## config.mk

```make
export PLATFORM = sky130hd
export DESIGN_NAME = pdv_vendor_regs
export DESIGN_NICKNAME = d
export VERILOG_FILES = /design/src/pdv_pkg.sv /design/src/pdv_slow_timer.sv /design/src/pdv_vendor_regs.sv
export SDC_FILE = /design/constraint.sdc
export NUM_CORES = 1
export LEC_CHECK = 0
export BUFFER_PORTS_ARGS = -buffer_cell sky130_fd_sc_hd__buf_2
export CAP_MARGIN = 20
export CORE_MARGIN = 2
export CORE_UTILIZATION = 40
export CTS_BUF_LIST = sky130_fd_sc_hd__clkbuf_8
export DETAILED_ROUTE_END_ITERATION = 7
export HOLD_SLACK_MARGIN = 0.02
export PLACE_DENSITY = 0.69
export SETUP_SLACK_MARGIN = 0.15
export SLEW_MARGIN = 30
export SYNTH_ARGS = -nofsm -noshare
export SYNTH_HDL_FRONTEND = slang
export SYNTH_SLANG_ARGS = --single-unit
```

## constraint.sdc

```tcl
create_clock -name clk_in -period 2.1 [get_ports clk_in]
set_input_delay 0 -clock clk_in [delete_from_list [all_inputs] [get_ports clk_in]]
set_output_delay 0 -clock clk_in [all_outputs]
set_load 0.005 [all_outputs]
```

## src/pdv_pkg.sv

```systemverilog
// pdv_pkg: register map, field layout and timing constants of the
// vendor control bank of the pd phy.
// assumes a 100 MHz core clock; used by every file under src/.
package pdv_pkg;

    // register offsets on the internal register port
    localparam logic [7:0] PDV_ADDR_TX_CTRL     = 8'h95;
    localparam logic [7:0] PDV_ADDR_RX_THRESH   = 8'h96;
    localparam logic [7:0] PDV_ADDR_RX_STATUS   = 8'h97;
    localparam logic [7:0] PDV_ADDR_DISCHARGE   = 8'h98;
    localparam logic [7:0] PDV_ADDR_THERMAL     = 8'h99;
    localparam logic [7:0] PDV_ADDR_TIMER_LO    = 8'ha0;
    localparam logic [7:0] PDV_ADDR_TIMER_HI    = 8'ha1;

    localparam logic [7:0] PDV_RESET_VALUE      = 8'h00;
    localparam logic [7:0] PDV_READ_ZERO        = 8'h00;

    // field positions
    localparam int PDV_BIT_CARRIER_CONT   = 2;
    localparam int PDV_BIT_FAST_SWAP      = 1;
    localparam int PDV_BIT_RX_RESERVED    = 3;
    localparam int PDV_BIT_RX_OVERRIDE    = 2;
    localparam int PDV_BIT_RX_SEL_HI      = 1;
    localparam int PDV_BIT_RX_SEL_LO      = 0;
    localparam int PDV_BIT_CABLE_DRAIN    = 1;
    localparam int PDV_BIT_BUS_DRAIN      = 0;
    localparam int PDV_BIT_THERMAL_RAW    = 4;
    localparam int PDV_BIT_THERMAL_ON     = 0;

    // receiver threshold select codes
    typedef enum logic [1:0] {
        PDV_SEL_SINK    = 2'b00,
        PDV_SEL_SOURCE  = 2'b01,
        PDV_SEL_NEUTRAL = 2'b10,
        PDV_SEL_MIXED   = 2'b11
    } pdv_thresh_sel_t;

    // threshold set feeding each bmc comparator
    typedef enum logic [1:0] {
        PDV_LEVEL_SINK    = 2'b00,
        PDV_LEVEL_SOURCE  = 2'b01,
        PDV_LEVEL_NEUTRAL = 2'b10
    } pdv_level_t;

    typedef struct packed {
        pdv_level_t high_level;
        pdv_level_t low_level;
    } pdv_thresh_t;

    // register port request, one cycle per access
    typedef struct packed {
        logic       valid;
        logic       write;
        logic [7:0] addr;
        logic [7:0] wdata;
    } pdv_reg_req_t;

    // receiver packet status, bit order as in the status register
    typedef struct packed {
        logic preamble;
        logic crc_ok;
        logic packet_end;
        logic packet_start;
    } pdv_rx_status_t;

    // timing
    localparam int PDV_CLK_MHZ            = 100;
    localparam int PDV_TIMER_STEP_US      = 1000;
    localparam int PDV_TIMER_STEP_CYCLES  = PDV_TIMER_STEP_US * PDV_CLK_MHZ;
    localparam int PDV_BIST_CONT_US       = 45000;
    localparam int PDV_BIST_CONT_CYCLES   = PDV_BIST_CONT_US * PDV_CLK_MHZ;

endpackage : pdv_pkg

```

## src/pdv_slow_timer.sv

```systemverilog
// pdv_slow_timer: 16-bit countdown in 1 ms steps with expiry pulse.
// assumes load_in is a one-cycle pulse carrying the combined value.
`timescale 1ns/1ns
`default_nettype none
module pdv_slow_timer #(
    parameter int STEP_CYCLES = pdv_pkg::PDV_TIMER_STEP_CYCLES
) (
    input  wire logic        clk_in,
    input  wire logic        rst_n_in,
    input  wire logic        load_in,
    input  wire logic [15:0] value_in,
    output logic             running_out,
    output logic             expired_out
);

    logic [31:0] step_count;
    logic [15:0] remaining;
    logic        running;

    localparam logic [31:0] STEP_LAST = 32'(STEP_CYCLES - 1);

    always_ff @(posedge clk_in or negedge rst_n_in)
    begin
        if (!rst_n_in)
            step_count <= 32'h0;
        else if (load_in || !running || step_count == STEP_LAST)
            step_count <= 32'h0;
        else
            step_count <= step_count + 32'h1;
    end

    // a zero load stops the timer, a non-zero load restarts it
    always_ff @(posedge clk_in or negedge rst_n_in)
    begin
        if (!rst_n_in)
        begin
            remaining <= 16'h0;
            running   <= 1'b0;
        end
        else if (load_in)
        begin
            remaining <= value_in;
            running   <= (value_in != 16'h0);
        end
        else if (running && step_count == STEP_LAST)
        begin
            remaining <= remaining - 16'h1;
            running   <= (remaining != 16'h1);
        end
    end

    always_ff @(posedge clk_in or negedge rst_n_in)
    begin
        if (!rst_n_in)
            expired_out <= 1'b0;
        else
            expired_out <= !load_in && running && step_count == STEP_LAST
                           && remaining == 16'h1;
    end

    assign running_out = running;

endmodule : pdv_slow_timer
`default_nettype wire

```

## src/pdv_vendor_regs.sv

```systemverilog
// pdv_vendor_regs: vendor control and status bank of the pd phy.
// assumes one register request per cycle from the serial slave and
// receiver/transmitter/analog signals synchronous to clk_in.
//
// Behaviour
// - carrier select 0 timed, 1 continuous
// - fast swap bit sends fast role swap
// - no override: thresholds follow power role
// - override: thresholds from two-bit select
// - four read-only receive status flags
// - cable discharge internal only when bit clear
// - bus discharge internal only when bit clear
// - live thermal flag, enable bit resets off
// - low timer byte held until high write
// - low byte reads last written value
// - count down in 1 ms steps, zero disables
`timescale 1ns/1ns
`default_nettype none
module pdv_vendor_regs #(
    parameter int TIMER_STEP_CYCLES = pdv_pkg::PDV_TIMER_STEP_CYCLES,
    parameter int BIST_CONT_CYCLES  = pdv_pkg::PDV_BIST_CONT_CYCLES
) (
    input  wire logic                    clk_in,
    input  wire logic                    rst_n_in,
    // register port
    input  wire pdv_pkg::pdv_reg_req_t   reg_req_in,
    output logic [7:0]                   reg_rdata_out,
    output logic                         reg_rvalid_out,
    // transmitter
    input  wire logic                    bist_carrier_start_in,
    input  wire logic                    bist_carrier_stop_in,
    output logic                         bist_carrier_active_out,
    output logic                         fast_swap_send_out,
    input  wire logic                    fast_swap_sent_in,
    // receiver
    input  wire logic                    power_role_source_in,
    output pdv_pkg::pdv_thresh_t         rx_thresh_out,
    input  wire pdv_pkg::pdv_rx_status_t rx_status_in,
    // power paths
    input  wire logic                    bus_discharge_cond_in,
    input  wire logic                    cable_discharge_cond_in,
    output logic                         bus_drain_on_out,
    output logic                         cable_drain_on_out,
    // thermal
    input  wire logic                    over_temp_detector_in,
    output logic                         over_temp_detector_en_out,
    output logic                         thermal_event_out,
    // slow timer
    output logic                         slow_timer_running_out,
    output logic                         slow_timer_expired_out
);

    // register fields
    logic                     bist_carrier_continuous_sel;
    logic                     fast_swap_send;
    logic                     rx_threshold_spare;
    logic                     rx_threshold_override;
    pdv_pkg::pdv_thresh_sel_t rx_threshold_select;
    pdv_pkg::pdv_rx_status_t  rx_packet_status;
    logic                     cable_power_drain_off;
    logic                     bus_power_drain_off;
    logic                     thermal_sense_on;
    logic                     thermal_raw_flag;
    logic [7:0]               slow_timer_low_value;
    logic [7:0]               slow_timer_high_value;

    // carrier sequencing
    typedef enum logic [1:0] {
        PDV_CARRIER_IDLE  = 2'b00,
        PDV_CARRIER_TIMED = 2'b01,
        PDV_CARRIER_CONT  = 2'b10
    } pdv_carrier_state_t;

    pdv_carrier_state_t carrier_state;
    pdv_carrier_state_t next_carrier_state;
    logic [31:0]        carrier_count;

    localparam logic [31:0] CARRIER_LAST    = 32'(BIST_CONT_CYCLES - 1);
    localparam logic [7:0]  PDV_RESET_VALUE = pdv_pkg::PDV_RESET_VALUE;
    localparam logic [7:0]  PDV_READ_ZERO   = pdv_pkg::PDV_READ_ZERO;

    logic        rd_hit;
    logic        timer_load;
    logic [15:0] timer_value;
    logic [7:0]  next_rdata;

    function automatic logic write_to(input pdv_pkg::pdv_reg_req_t req,
                                      input logic [7:0] addr);
        write_to = req.valid && req.write && req.addr == addr;
    endfunction : write_to

    assign rd_hit = reg_req_in.valid && !reg_req_in.write;

    // transmit control
    always_ff @(posedge clk_in or negedge rst_n_in)
    begin
        if (!rst_n_in)
            bist_carrier_continuous_sel <= 1'b0;
        else if (write_to(reg_req_in, pdv_pkg::PDV_ADDR_TX_CTRL))
            bist_carrier_continuous_sel <= reg_req_in.wdata[pdv_pkg::PDV_BIT_CARRIER_CONT];
    end

    // set wins over completion so no request is lost
    always_ff @(posedge clk_in or negedge rst_n_in)
    begin
        if (!rst_n_in)
            fast_swap_send <= 1'b0;
        else if (write_to(reg_req_in, pdv_pkg::PDV_ADDR_TX_CTRL)
                 && reg_req_in.wdata[pdv_pkg::PDV_BIT_FAST_SWAP])
            fast_swap_send <= 1'b1;
        else if (fast_swap_sent_in)
            fast_swap_send <= 1'b0;
    end

    assign fast_swap_send_out = fast_swap_send;

    // select is sampled when the carrier starts
    always_comb
    begin
        next_carrier_state = carrier_state;
        case (carrier_state)
            PDV_CARRIER_IDLE:
                if (bist_carrier_start_in)
                    next_carrier_state = bist_carrier_continuous_sel
                                         ? PDV_CARRIER_CONT
                                         : PDV_CARRIER_TIMED;
            PDV_CARRIER_TIMED:
                if (bist_carrier_stop_in || carrier_count == CARRIER_LAST)
                    next_carrier_state = PDV_CARRIER_IDLE;
            PDV_CARRIER_CONT:
                if (bist_carrier_stop_in)
                    next_carrier_state = PDV_CARRIER_IDLE;
            default:
                next_carrier_state = PDV_CARRIER_IDLE;
        endcase
    end

    always_ff @(posedge clk_in or negedge rst_n_in)
    begin
        if (!rst_n_in)
            carrier_state <= PDV_CARRIER_IDLE;
        else
            carrier_state <= next_carrier_state;
    end

    always_ff @(posedge clk_in or negedge rst_n_in)
    begin
        if (!rst_n_in)
            carrier_count <= 32'h0;
        else if (carrier_state == PDV_CARRIER_TIMED)
            carrier_count <= carrier_count + 32'h1;
        else
            carrier_count <= 32'h0;
    end

    always_ff @(posedge clk_in or negedge rst_n_in)
    begin
        if (!rst_n_in)
            bist_carrier_active_out <= 1'b0;
        else
            bist_carrier_active_out <= (next_carrier_state != PDV_CARRIER_IDLE);
    end

    // receive threshold control
    always_ff @(posedge clk_in or negedge rst_n_in)
    begin
        if (!rst_n_in)
        begin
            rx_threshold_spare    <= 1'b0;
            rx_threshold_override <= 1'b0;
            rx_threshold_select   <= pdv_pkg::PDV_SEL_SINK;
        end
        else if (write_to(reg_req_in, pdv_pkg::PDV_ADDR_RX_THRESH))
        begin
            rx_threshold_spare    <= reg_req_in.wdata[pdv_pkg::PDV_BIT_RX_RESERVED];
            rx_threshold_override <= reg_req_in.wdata[pdv_pkg::PDV_BIT_RX_OVERRIDE];
            rx_threshold_select   <= pdv_pkg::pdv_thresh_sel_t'(
                reg_req_in.wdata[pdv_pkg::PDV_BIT_RX_SEL_HI:pdv_pkg::PDV_BIT_RX_SEL_LO]);
        end
    end

    always_ff @(posedge clk_in or negedge rst_n_in)
    begin
        if (!rst_n_in)
            rx_thresh_out <= '{pdv_pkg::PDV_LEVEL_SINK, pdv_pkg::PDV_LEVEL_SINK};
        else if (!rx_threshold_override)
            rx_thresh_out <= power_role_source_in
                ? '{pdv_pkg::PDV_LEVEL_SOURCE, pdv_pkg::PDV_LEVEL_SOURCE}
                : '{pdv_pkg::PDV_LEVEL_SINK, pdv_pkg::PDV_LEVEL_SINK};
        else
            case (rx_threshold_select)
                pdv_pkg::PDV_SEL_SINK:
                    rx_thresh_out <= '{pdv_pkg::PDV_LEVEL_SINK,
                                       pdv_pkg::PDV_LEVEL_SINK};
                pdv_pkg::PDV_SEL_SOURCE:
                    rx_thresh_out <= '{pdv_pkg::PDV_LEVEL_SOURCE,
                                       pdv_pkg::PDV_LEVEL_SOURCE};
                pdv_pkg::PDV_SEL_NEUTRAL:
                    rx_thresh_out <= '{pdv_pkg::PDV_LEVEL_NEUTRAL,
                                       pdv_pkg::PDV_LEVEL_NEUTRAL};
                default:
                    rx_thresh_out <= '{pdv_pkg::PDV_LEVEL_SINK,
                                       pdv_pkg::PDV_LEVEL_SOURCE};
            endcase
    end

    // receive status follows the receiver; writes have no effect
    always_ff @(posedge clk_in or negedge rst_n_in)
    begin
        if (!rst_n_in)
            rx_packet_status <= '0;
        else
            rx_packet_status <= rx_status_in;
    end

    // discharge paths
    always_ff @(posedge clk_in or negedge rst_n_in)
    begin
        if (!rst_n_in)
        begin
            cable_power_drain_off <= 1'b0;
            bus_power_drain_off   <= 1'b0;
        end
        else if (write_to(reg_req_in, pdv_pkg::PDV_ADDR_DISCHARGE))
        begin
            cable_power_drain_off <= reg_req_in.wdata[pdv_pkg::PDV_BIT_CABLE_DRAIN];
            bus_power_drain_off   <= reg_req_in.wdata[pdv_pkg::PDV_BIT_BUS_DRAIN];
        end
    end

    always_ff @(posedge clk_in or negedge rst_n_in)
    begin
        if (!rst_n_in)
        begin
            cable_drain_on_out <= 1'b0;
            bus_drain_on_out   <= 1'b0;
        end
        else
        begin
            cable_drain_on_out <= cable_discharge_cond_in && !cable_power_drain_off;
            bus_drain_on_out   <= bus_discharge_cond_in && !bus_power_drain_off;
        end
    end

    // thermal sensing
    always_ff @(posedge clk_in or negedge rst_n_in)
    begin
        if (!rst_n_in)
            thermal_sense_on <= 1'b0;
        else if (write_to(reg_req_in, pdv_pkg::PDV_ADDR_THERMAL))
            thermal_sense_on <= reg_req_in.wdata[pdv_pkg::PDV_BIT_THERMAL_ON];
    end

    // not latched; follows the detector both ways
    always_ff @(posedge clk_in or negedge rst_n_in)
    begin
        if (!rst_n_in)
            thermal_raw_flag <= 1'b0;
        else
            thermal_raw_flag <= thermal_sense_on && over_temp_detector_in;
    end

    always_ff @(posedge clk_in or negedge rst_n_in)
    begin
        if (!rst_n_in)
            thermal_event_out <= 1'b0;
        else
            thermal_event_out <= thermal_sense_on && over_temp_detector_in
                                 && !thermal_raw_flag;
    end

    assign over_temp_detector_en_out = thermal_sense_on;

    // slow timer staging
    always_ff @(posedge clk_in or negedge rst_n_in)
    begin
        if (!rst_n_in)
            slow_timer_low_value <= PDV_RESET_VALUE;
        else if (write_to(reg_req_in, pdv_pkg::PDV_ADDR_TIMER_LO))
            slow_timer_low_value <= reg_req_in.wdata;
    end

    always_ff @(posedge clk_in or negedge rst_n_in)
    begin
        if (!rst_n_in)
            slow_timer_high_value <= PDV_RESET_VALUE;
        else if (write_to(reg_req_in, pdv_pkg::PDV_ADDR_TIMER_HI))
            slow_timer_high_value <= reg_req_in.wdata;
    end

    // the high write applies both bytes at once
    assign timer_load  = write_to(reg_req_in, pdv_pkg::PDV_ADDR_TIMER_HI);
    assign timer_value = {reg_req_in.wdata, slow_timer_low_value};

    pdv_slow_timer #(
        .STEP_CYCLES (TIMER_STEP_CYCLES)
    ) u_slow_timer (
        .clk_in      (clk_in),
        .rst_n_in    (rst_n_in),
        .load_in     (timer_load),
        .value_in    (timer_value),
        .running_out (slow_timer_running_out),
        .expired_out (slow_timer_expired_out)
    );

    // read mux; unmapped offsets read zero
    always_comb
    begin
        next_rdata = PDV_READ_ZERO;
        case (reg_req_in.addr)
            pdv_pkg::PDV_ADDR_TX_CTRL:
            begin
                next_rdata[pdv_pkg::PDV_BIT_CARRIER_CONT] = bist_carrier_continuous_sel;
                next_rdata[pdv_pkg::PDV_BIT_FAST_SWAP]    = fast_swap_send;
            end
            pdv_pkg::PDV_ADDR_RX_THRESH:
            begin
                next_rdata[pdv_pkg::PDV_BIT_RX_RESERVED] = rx_threshold_spare;
                next_rdata[pdv_pkg::PDV_BIT_RX_OVERRIDE] = rx_threshold_override;
                next_rdata[pdv_pkg::PDV_BIT_RX_SEL_HI:pdv_pkg::PDV_BIT_RX_SEL_LO] =
                    rx_threshold_select;
            end
            pdv_pkg::PDV_ADDR_RX_STATUS:
                next_rdata = {4'h0, rx_packet_status};
            pdv_pkg::PDV_ADDR_DISCHARGE:
            begin
                next_rdata[pdv_pkg::PDV_BIT_CABLE_DRAIN] = cable_power_drain_off;
                next_rdata[pdv_pkg::PDV_BIT_BUS_DRAIN]   = bus_power_drain_off;
            end
            pdv_pkg::PDV_ADDR_THERMAL:
            begin
                next_rdata[pdv_pkg::PDV_BIT_THERMAL_RAW] = thermal_raw_flag;
                next_rdata[pdv_pkg::PDV_BIT_THERMAL_ON]  = thermal_sense_on;
            end
            pdv_pkg::PDV_ADDR_TIMER_LO:
                next_rdata = slow_timer_low_value;
            pdv_pkg::PDV_ADDR_TIMER_HI:
                next_rdata = slow_timer_high_value;
            default:
                next_rdata = PDV_READ_ZERO;
        endcase
    end

    always_ff @(posedge clk_in or negedge rst_n_in)
    begin
        if (!rst_n_in)
        begin
            reg_rdata_out  <= PDV_READ_ZERO;
            reg_rvalid_out <= 1'b0;
        end
        else
        begin
            reg_rvalid_out <= rd_hit;
            if (rd_hit)
                reg_rdata_out <= next_rdata;
        end
    end

endmodule : pdv_vendor_regs
`default_nettype wire

```

After elaboration in Yosys (flattened, before gate mapping). Index checks and enable logic that the tools add are counted. Widths: inputs -> output; s select.

Input bits: 31. Output and inout port bits: 21. Register bits after elaboration: 131. Word-level logic and storage cells: 101.

$add $sub $neg: 3. Equality and inequality tests: 15. Reduce and logical (&&, ||, !) cells: 32. Muxes and demuxes: 22.

Operator list (count): $add 32x1->32 const B (2); $mux 32 (2); $eq 8x8->1 const B (7); $eq 32x17->1 const B (1); $eq 32x23->1 const B (1); $mux 16 (2); $logic_and 1x1->1 (17); $eq 16x1->1 const B (1); $ne 16x1->1 const B (1); $reduce_bool 16->1 (1); $sub 16x1->16 const B (1); $pmux 1 s6 (2); $pmux 4 s3 (1); $mux 2 (4); $logic_not 1->1 (6); $pmux 2 s3 (1); $pmux 3 s2 (1); $reduce_bool 2->1 (3); $pmux 1 s5 (1); $eq 2x1->1 const B (2); $eq 2x2->1 const B (2); $logic_not 2->1 (2); $mux 1 (4); $mux 4 (1); other kinds (4) (6).

Depth between registers and ports, before layout. Gate-level depths: netlist (run 1).

Word-level depth: 6. Depth in mapped cells: 7. Depth with buffers taken out: 7.

Hierarchy. A second synthesis (run 1) with hierarchy kept.

Cell total of the unflattened synthesis: 664. Area total of the unflattened synthesis: 6869.1 µm².

By module, submodules not included: pdv_vendor_regs (cells each 358, instances 1, area an instance 3916.3 µm²); pdv_slow_timer (cells each 306, instances 1, area an instance 2952.8 µm²).

Least setup slack after synthesis (run 1). Ideal clock, no wire load.

Path type: register -> register. From: register u_slow_timer.step_count[0]. To: register u_slow_timer.step_count[14]. Period minus slack after synthesis: 1.784 ns. Data required time: 1.968 ns. Cell stages (with the launch flop): 7. Path buffers: 1. Arrival: 1.652 ns. Slack: 0.316 ns. Cell sequence: dfrtp_1 -> ha_1 -> and4_1 -> nand4_1 -> o211ai_1 -> clkbuf_1 -> nor2_1.

Word-level cells in the longest chain between the ends: 3.

RTL lines: from (decl) (RTL line pdv_slow_timer.sv:16) `logic [31:0] step_count;`; from (signal assigned) (RTL line pdv_slow_timer.sv:29) `step_count <= step_count + 32'h1;`; branches (longest 2 deep; another with $add 32x1->32); $mux 32 (*) (RTL line pdv_slow_timer.sv:26) `else if (load_in || !running || step_count == STEP_LAST)`.

Every way passes the cells marked *. A chain may end at the register's enable or synchronous reset.

Worst setup path after layout (run 1).
From: register u_slow_timer.step_count[27]. To: register u_slow_timer.remaining[15].

Word-level cells in the longest chain between the ends: 3.

RTL lines: $eq 32x17->1 (RTL line pdv_slow_timer.sv:45) `else if (running && step_count == STEP_LAST)`; $logic_and 1x1->1 (RTL line pdv_slow_timer.sv:45); $reduce_bool 2->1 (no source line); to (signal assigned) (RTL line pdv_slow_timer.sv:42) `remaining <= value_in;`; to (signal assigned) (RTL line pdv_slow_timer.sv:47) `remaining <= remaining - 16'h1;`; to (decl) (RTL line pdv_slow_timer.sv:17) `logic [15:0] remaining;`.

No other way between the ends.

==> results of run 1 <==
[power by group]
part	switching (mW)	internal, mW
clock network	1.11	0.843
registers	0.0550	2.57
logic	0.197	0.149
[layer usage]
layer	wire length [um]	vias up
li1	-	2492
met1	6620	2513
met2	7310	93
met3	513	17
met4	190	0
met5	0	-
[critical path: stages, from the launching register on]
cell	delay, ns
dfrtp_1	0.43
nor4_4	0.31
nand4_2	0.12
buf_4	0.22
nor4_4	0.29
a21oi_1	0.11
o31a_1	0.28
[registers in the layout, summed over array words and instances (netlist names), 2 cells and up]
name                     count
rx_packet_status             4
reg_rdata_out                8
rx_threshold_select          2
carrier_count               32
u_slow_timer.step_count     32
slow_timer_low_value         8
rx_thresh_out                3
carrier_state                2
u_slow_timer.remaining      16
slow_timer_high_value        8
[how the worst max path moves through the flow]
stage,to,slack [ns],cells after the start
floorplan,u_slow_timer.step_count[14],0.32,6
global placement,u_slow_timer.remaining[15],0.19,7
detailed placement,u_slow_timer.step_count[30],0.10,6
CTS,u_slow_timer.remaining[15],0.16,7
global route,u_slow_timer.remaining[15],0.13,6
finish,u_slow_timer.remaining[15],0.22,6
[Yosys cell counts (all sizes together) (14+ instances only)]
library cell / n
nand2: 63
mux2: 18
xor2: 26
or3: 14
xnor2: 34
a21oi: 17
nor3: 19
nor4: 27
o21ai: 23
dfrtp: 130
nand4: 28
nand3: 32
nor2: 82
[through the flow]
stage	hold WS, ns	cell area [sq um]	setup WS [ns]	util	cells
2_1_floorplan	-0.296	6430	0.316	-	637
3_3_place_gp	0.00720	7120	0.194	0.451	914
3_5_place_dp	0.0110	7120	0.103	0.451	914
4_1_cts	0.0271	7710	0.156	0.489	968
5_1_grt	0.0682	7870	0.134	0.499	973
6_report	0.0593	7870	0.223	0.499	973
[cell type report]
| type | instances | area (sq um) | area share |
|---|---|---|---|
| Clock buffer | 17 | 234 | 0.0297 |
| Sequential cell | 130 | 3260 | 0.415 |
| Clock inverter | 15 | 123 | 0.0156 |
| Multi-Input combinational cell | 477 | 3170 | 0.403 |
| Inverter | 11 | 41.3 | 0.00525 |
| Timing Repair Buffer | 107 | 766 | 0.0974 |
| Tap cell | 216 | 270 | 0.0344 |
[repair_timing]
action | CTS | global route
hold buffers | 22 | 0
endpoints found under the hold margin | 179 | 0
endpoints found under the setup margin | 3 | 26
setup buffers | 0 | 5
pin swaps | 1 | 2
resized for setup | 2 | 25
[logic make-up (layout without fill, tap and decap cells)]
group,count (synthesis),after routing,synth area share
AO/OA/AOI/OAI,64,64,0.0609
XOR/XNOR,60,60,0.0818
adder cells (fa/ha/maj),4,4,0.00779
buffers and inverters,30,150,0.0195
flip-flops,130,130,0.506
multiplexers,25,25,0.0424
AND/OR/NAND/NOR,324,324,0.281
==> flow_metrics.tcl, run 1 <==
set metrics [dict create \
    fillers 1495 \
    route.detailed.drc 0 \
    crit_fanout 16 \
    clk_latency_ns 0.46 \
    syn_avg_cell_area_sq_um 10.1 \
    startpoint_type "flop" \
    reg2reg_depth 6 \
    synth_nets 672 \
    fmax_mhz 533 \
    drtPass1Iterations 4 \
    synth_edf_count 0 \
    syn_inst 637 \
    die_height_um 131 \
    p_leak_nw 3.35 \
    antenna_found_initial 0 \
    cts-buffers-inserted 17 \
    first_global_vias 4983 \
    ir_drop_mv 0.392 \
    crit_path_end_kind "flop" \
    clock-sinks 130 \
    layout_commonest_cell "dfrtp_1" \
    min_path_cells 3 \
    grt_util_met2 0.296 \
    chipWidth_um 131 \
    top_usage_layer "met2" \
    gp_congestion 0.814 \
    wl_per_cell_um 15.0 \
    overflow 0 \
    p_per_area_nw_per_um2 626 \
    ys_ff_latch 130 \
    hold_viol 0 \
    syn_to_final_growth_pct 22.4 \
    grt_pass1_wl_mm 24.5 \
    hpwl_mm 10.2 \
    vias 5115 \
    finalMaxSlewViolations 0 \
    setup_viol 0 \
    timing.final.crit_share 0.894 \
    power_mw 4.92 \
    r2r_slack_ns 0.22 \
    tns_ns 0 \
    met1_usage 0.243 \
    synth_ff_type "dfrtp_1" \
    rows 46 \
    status "completed" \
    period_needed_ns 1.88 \
    yosysTopAreaCell "dfrtp_1" \
    route.antenna.remaining_nets 0 \
    grtUsageMet3 0.0403 \
    core-area_sq_um 15800 \
    worstSetupPathType "reg -> reg" \
    io_pins 52 \
    cts_root_buffer "clkbuf_8" \
    worstPathRequired_ns 2.44 \
    drt_iter0_markers 308 \
    cp.arrival_ns 2.22 \
    yosysSeqAreaShare 0.506 \
    relSlewSlack 0.608 \
    start_util 0.407 \
    reg2reg_from "u_slow_timer.step_count[27]" \
    hold_path.class "in -> reg" \
    cts_buffer_depth 2 \
    cap_violations 0 \
    ys_warn_count 0 \
    rsz0062_at_grt "yes" \
    tightestPinTransition_ns 0.583 \
    clkSlewWorstSetupHoldPaths_ns 0.08 \
    synthDominantCellAreaShare 0.506 \
    cts_tree "yes" \
    drive_gt1_frac 0.235 \
    synth.area.top_cells "dfrtp_1 51%, nor2_1 4.8%, xnor2_1 4.6%, nand2_1 3.7%, xor2_1 3.5%" \
    post_drt_via_cell_ratio 5.26 \
    netlist_area_sq_um 6430 \
    nets 779 \
    diodes 0 \
    yosysUniqueCellTypes 62 \
    portBuffers 51 \
    hold-path-endpoint "slow_timer_low_value[0]" \
    holdCritStartpoint "reg_req_in[16]" \
    synthArstFlopShare 1.00 \
    dieArea_sq_um 17100 \
    final_cell_mix "124 x dfrtp_1, 82 x nor2_1, 63 x nand2_1, 50 x buf_2, 34 x xnor2_1" \
    clock_skew_ns 0.0130 \
    crit_path_start "u_slow_timer.step_count[27]" \
    grt_usage 0.184 \
    rr_endpoint "u_slow_timer.remaining[15]" \
    routed_wl_mm 14.6 \
    grt_max_degree 60 \
    htree_levels 4 \
]
Note: power is estimated with default switching activity, not from simulation.
==> inputs of run 2 (changes only) <==
CORE_MARGIN = 3   (was 2)
==> run 2 against run 1 <==
Net effect: register-to-register slack got worse by 0.05 ns; count of clock-buffer cells in the layout did not move; first-iteration DRC count rose by 9.4%; global-route usage fell by 1.1 points; non-clock buffer count fell by 9; combinational power barely moved; setup slack got worse by 0.045 ns; critical endpoint unchanged; highest routed layer unchanged.
==> flow_metrics.tcl, run 2 (same netlist as run 1, synthesis figures left out) <==
set metrics [dict create \
    tightestPinTransition_ns 0.575 \
    die_height_um 133 \
    clock-sinks 130 \
    post_drt_via_cell_ratio 5.47 \
    hpwl_mm 10.4 \
    final_cell_mix "128 x dfrtp_1, 82 x nor2_1, 63 x nand2_1, 50 x buf_2, 34 x xnor2_1" \
    finalMaxSlewViolations 0 \
    cap_violations 0 \
    routed.top_layer "met4" \
    period_needed_ns 1.92 \
    cts_tree "yes" \
    worst-path-buf-inv 1 \
    status "completed" \
    core-area_sq_um 15500 \
    route.detailed.drc 0 \
    hold_viol 0 \
    holdCritStartpoint "reg_req_in[16]" \
    clk_latency_ns 0.45 \
    clock_skew_ns 0.0120 \
    vias 5242 \
    multi_input_area_sq_um 3150 \
    overflow 0 \
    htree_levels 4 \
    route.antenna.remaining_nets 0 \
    cpMaxStageDelayCell "dfrtp_1" \
    dr_wl_met2_mm 7.45 \
    grt_max_degree 47 \
    setup_viol 0 \
    crit_fanout 16 \
    tns_ns 0 \
    nets 771 \
    rows 45 \
    cts_root_buffer "clkbuf_8" \
    layout_commonest_cell "dfrtp_1" \
    drtPass1Iterations 5 \
    grt_pass1_wl_mm 25.1 \
    worstSetupPathType "reg -> reg" \
    syn_to_final_growth_pct 22.3 \
    crit_family "simple AND/OR/NAND/NOR gates" \
    routed_wl_mm 15.0 \
    drive_gt1_frac 0.218 \
    hold_ws_ns 0.0694 \
    worstPathRequired_ns 2.43 \
    cts_buffer_depth 2 \
    rsz0062_at_grt "yes" \
    start_util 0.415 \
    antenna_found_initial 0 \
    clkSlewWorstSetupHoldPaths_ns 0.08 \
    crit_path_start "u_slow_timer.step_count[26]" \
    drt_iter0_markers 337 \
    io_pins 52 \
    cp.arrival_ns 2.26 \
    wl_met3_um 570 \
    timing.final.crit_share 0.915 \
    ir_drop_mv 0.337 \
    fin_util 0.507 \
    dieArea_sq_um 17600 \
    top_regs "carrier_count: 32 flops, u_slow_timer.step_count: 32 flops, u_slow_timer.remaining: 16 flops" \
    portBuffers 51 \
    power_mw 5.32 \
    chipWidth_um 133 \
    relSlewSlack 0.617 \
    startpoint_type "flop" \
    cpPeakStageDelay_ns 0.42 \
    first_global_vias 5152 \
    gp_congestion 0.855 \
    crit_path_end_kind "flop" \
    grt_usage 0.173 \
    hold_path.class "in -> reg" \
    cts-buffers-inserted 17 \
    p_leak_nw 3.33 \
    seq_area_sq_um 3260 \
    met1_length_mm 6.69 \
    diodes 0 \
    p_per_area_nw_per_um2 677 \
    reg2reg_from "u_slow_timer.step_count[26]" \
    fillers 1378 \
    fmax_mhz 520 \
    wl_per_cell_um 15.6 \
    cp_cell_sequence "nor4_2 -> nand4_2 -> buf_4 -> nor4_4 -> a21oi_1 -> o31a_1" \
]
run 2: metal layers:
metal  vias to the layer above  global-route usage
met3                        27              0.0392
met1                      2604               0.225
met2                       127               0.286
met5                         -                   0
li1                       2484                   -
met4                         0              0.0606
run 2: tightest hold or removal path, stage by stage:
cell and delay [ns]:
buf_2 0.13, nand3_2 0.18, mux2_2 0.18
run 2: final timing paths:
| path | end | cells past startpoint | slack [ns] |
|---|---|---|---|
| setup reg to reg | u_slow_timer.remaining[15] | 6 | 0.18 |
| min in group asynchronous | rx_threshold_select[1] | 2 | 0.08 |
| hold reg to reg | bus_drain_on_out | 1 | 0.46 |
| setup / recovery | u_slow_timer.remaining[15] | 6 | 0.18 |
| max in group asynchronous | carrier_count[6] | 3 | 1.35 |
| hold / removal | slow_timer_low_value[4] | 3 | 0.07 |
run 2: what timing repair did:
action	CTS	global route
setup endpoints to repair	6	45
buffers inserted	0	3
cloned	1	0
hold endpoints to repair	178	0
pin swaps	1	7
hold buffers	22	0
resized for setup	3	16
run 2: metrics by stage:
step	std cells	instance area, sq um	worst slack, ns
after global routing	959	7860	0.0506
after global placement	902	7070	0.161
final	959	7860	0.178
after detailed placement	902	7070	0.0492
after CTS	956	7750	0.114
after floorplan	637	6430	0.316
run 2: area by class of cell:
type,count,area share
multi-input combinational,478,0.401
timing repair buffer,98,0.0900
inverter,11,0.00526
tap,211,0.0336
clock inverter,14,0.0260
clock buffer,17,0.0298
sequential,130,0.414
run 2: power by group:
part	leakage, nW	switching [mW]	internal [mW]
clock	0.203	1.04	1.30
combinational	1.43	0.200	0.146
sequential	1.70	0.0548	2.57
total	3.33	1.30	4.02
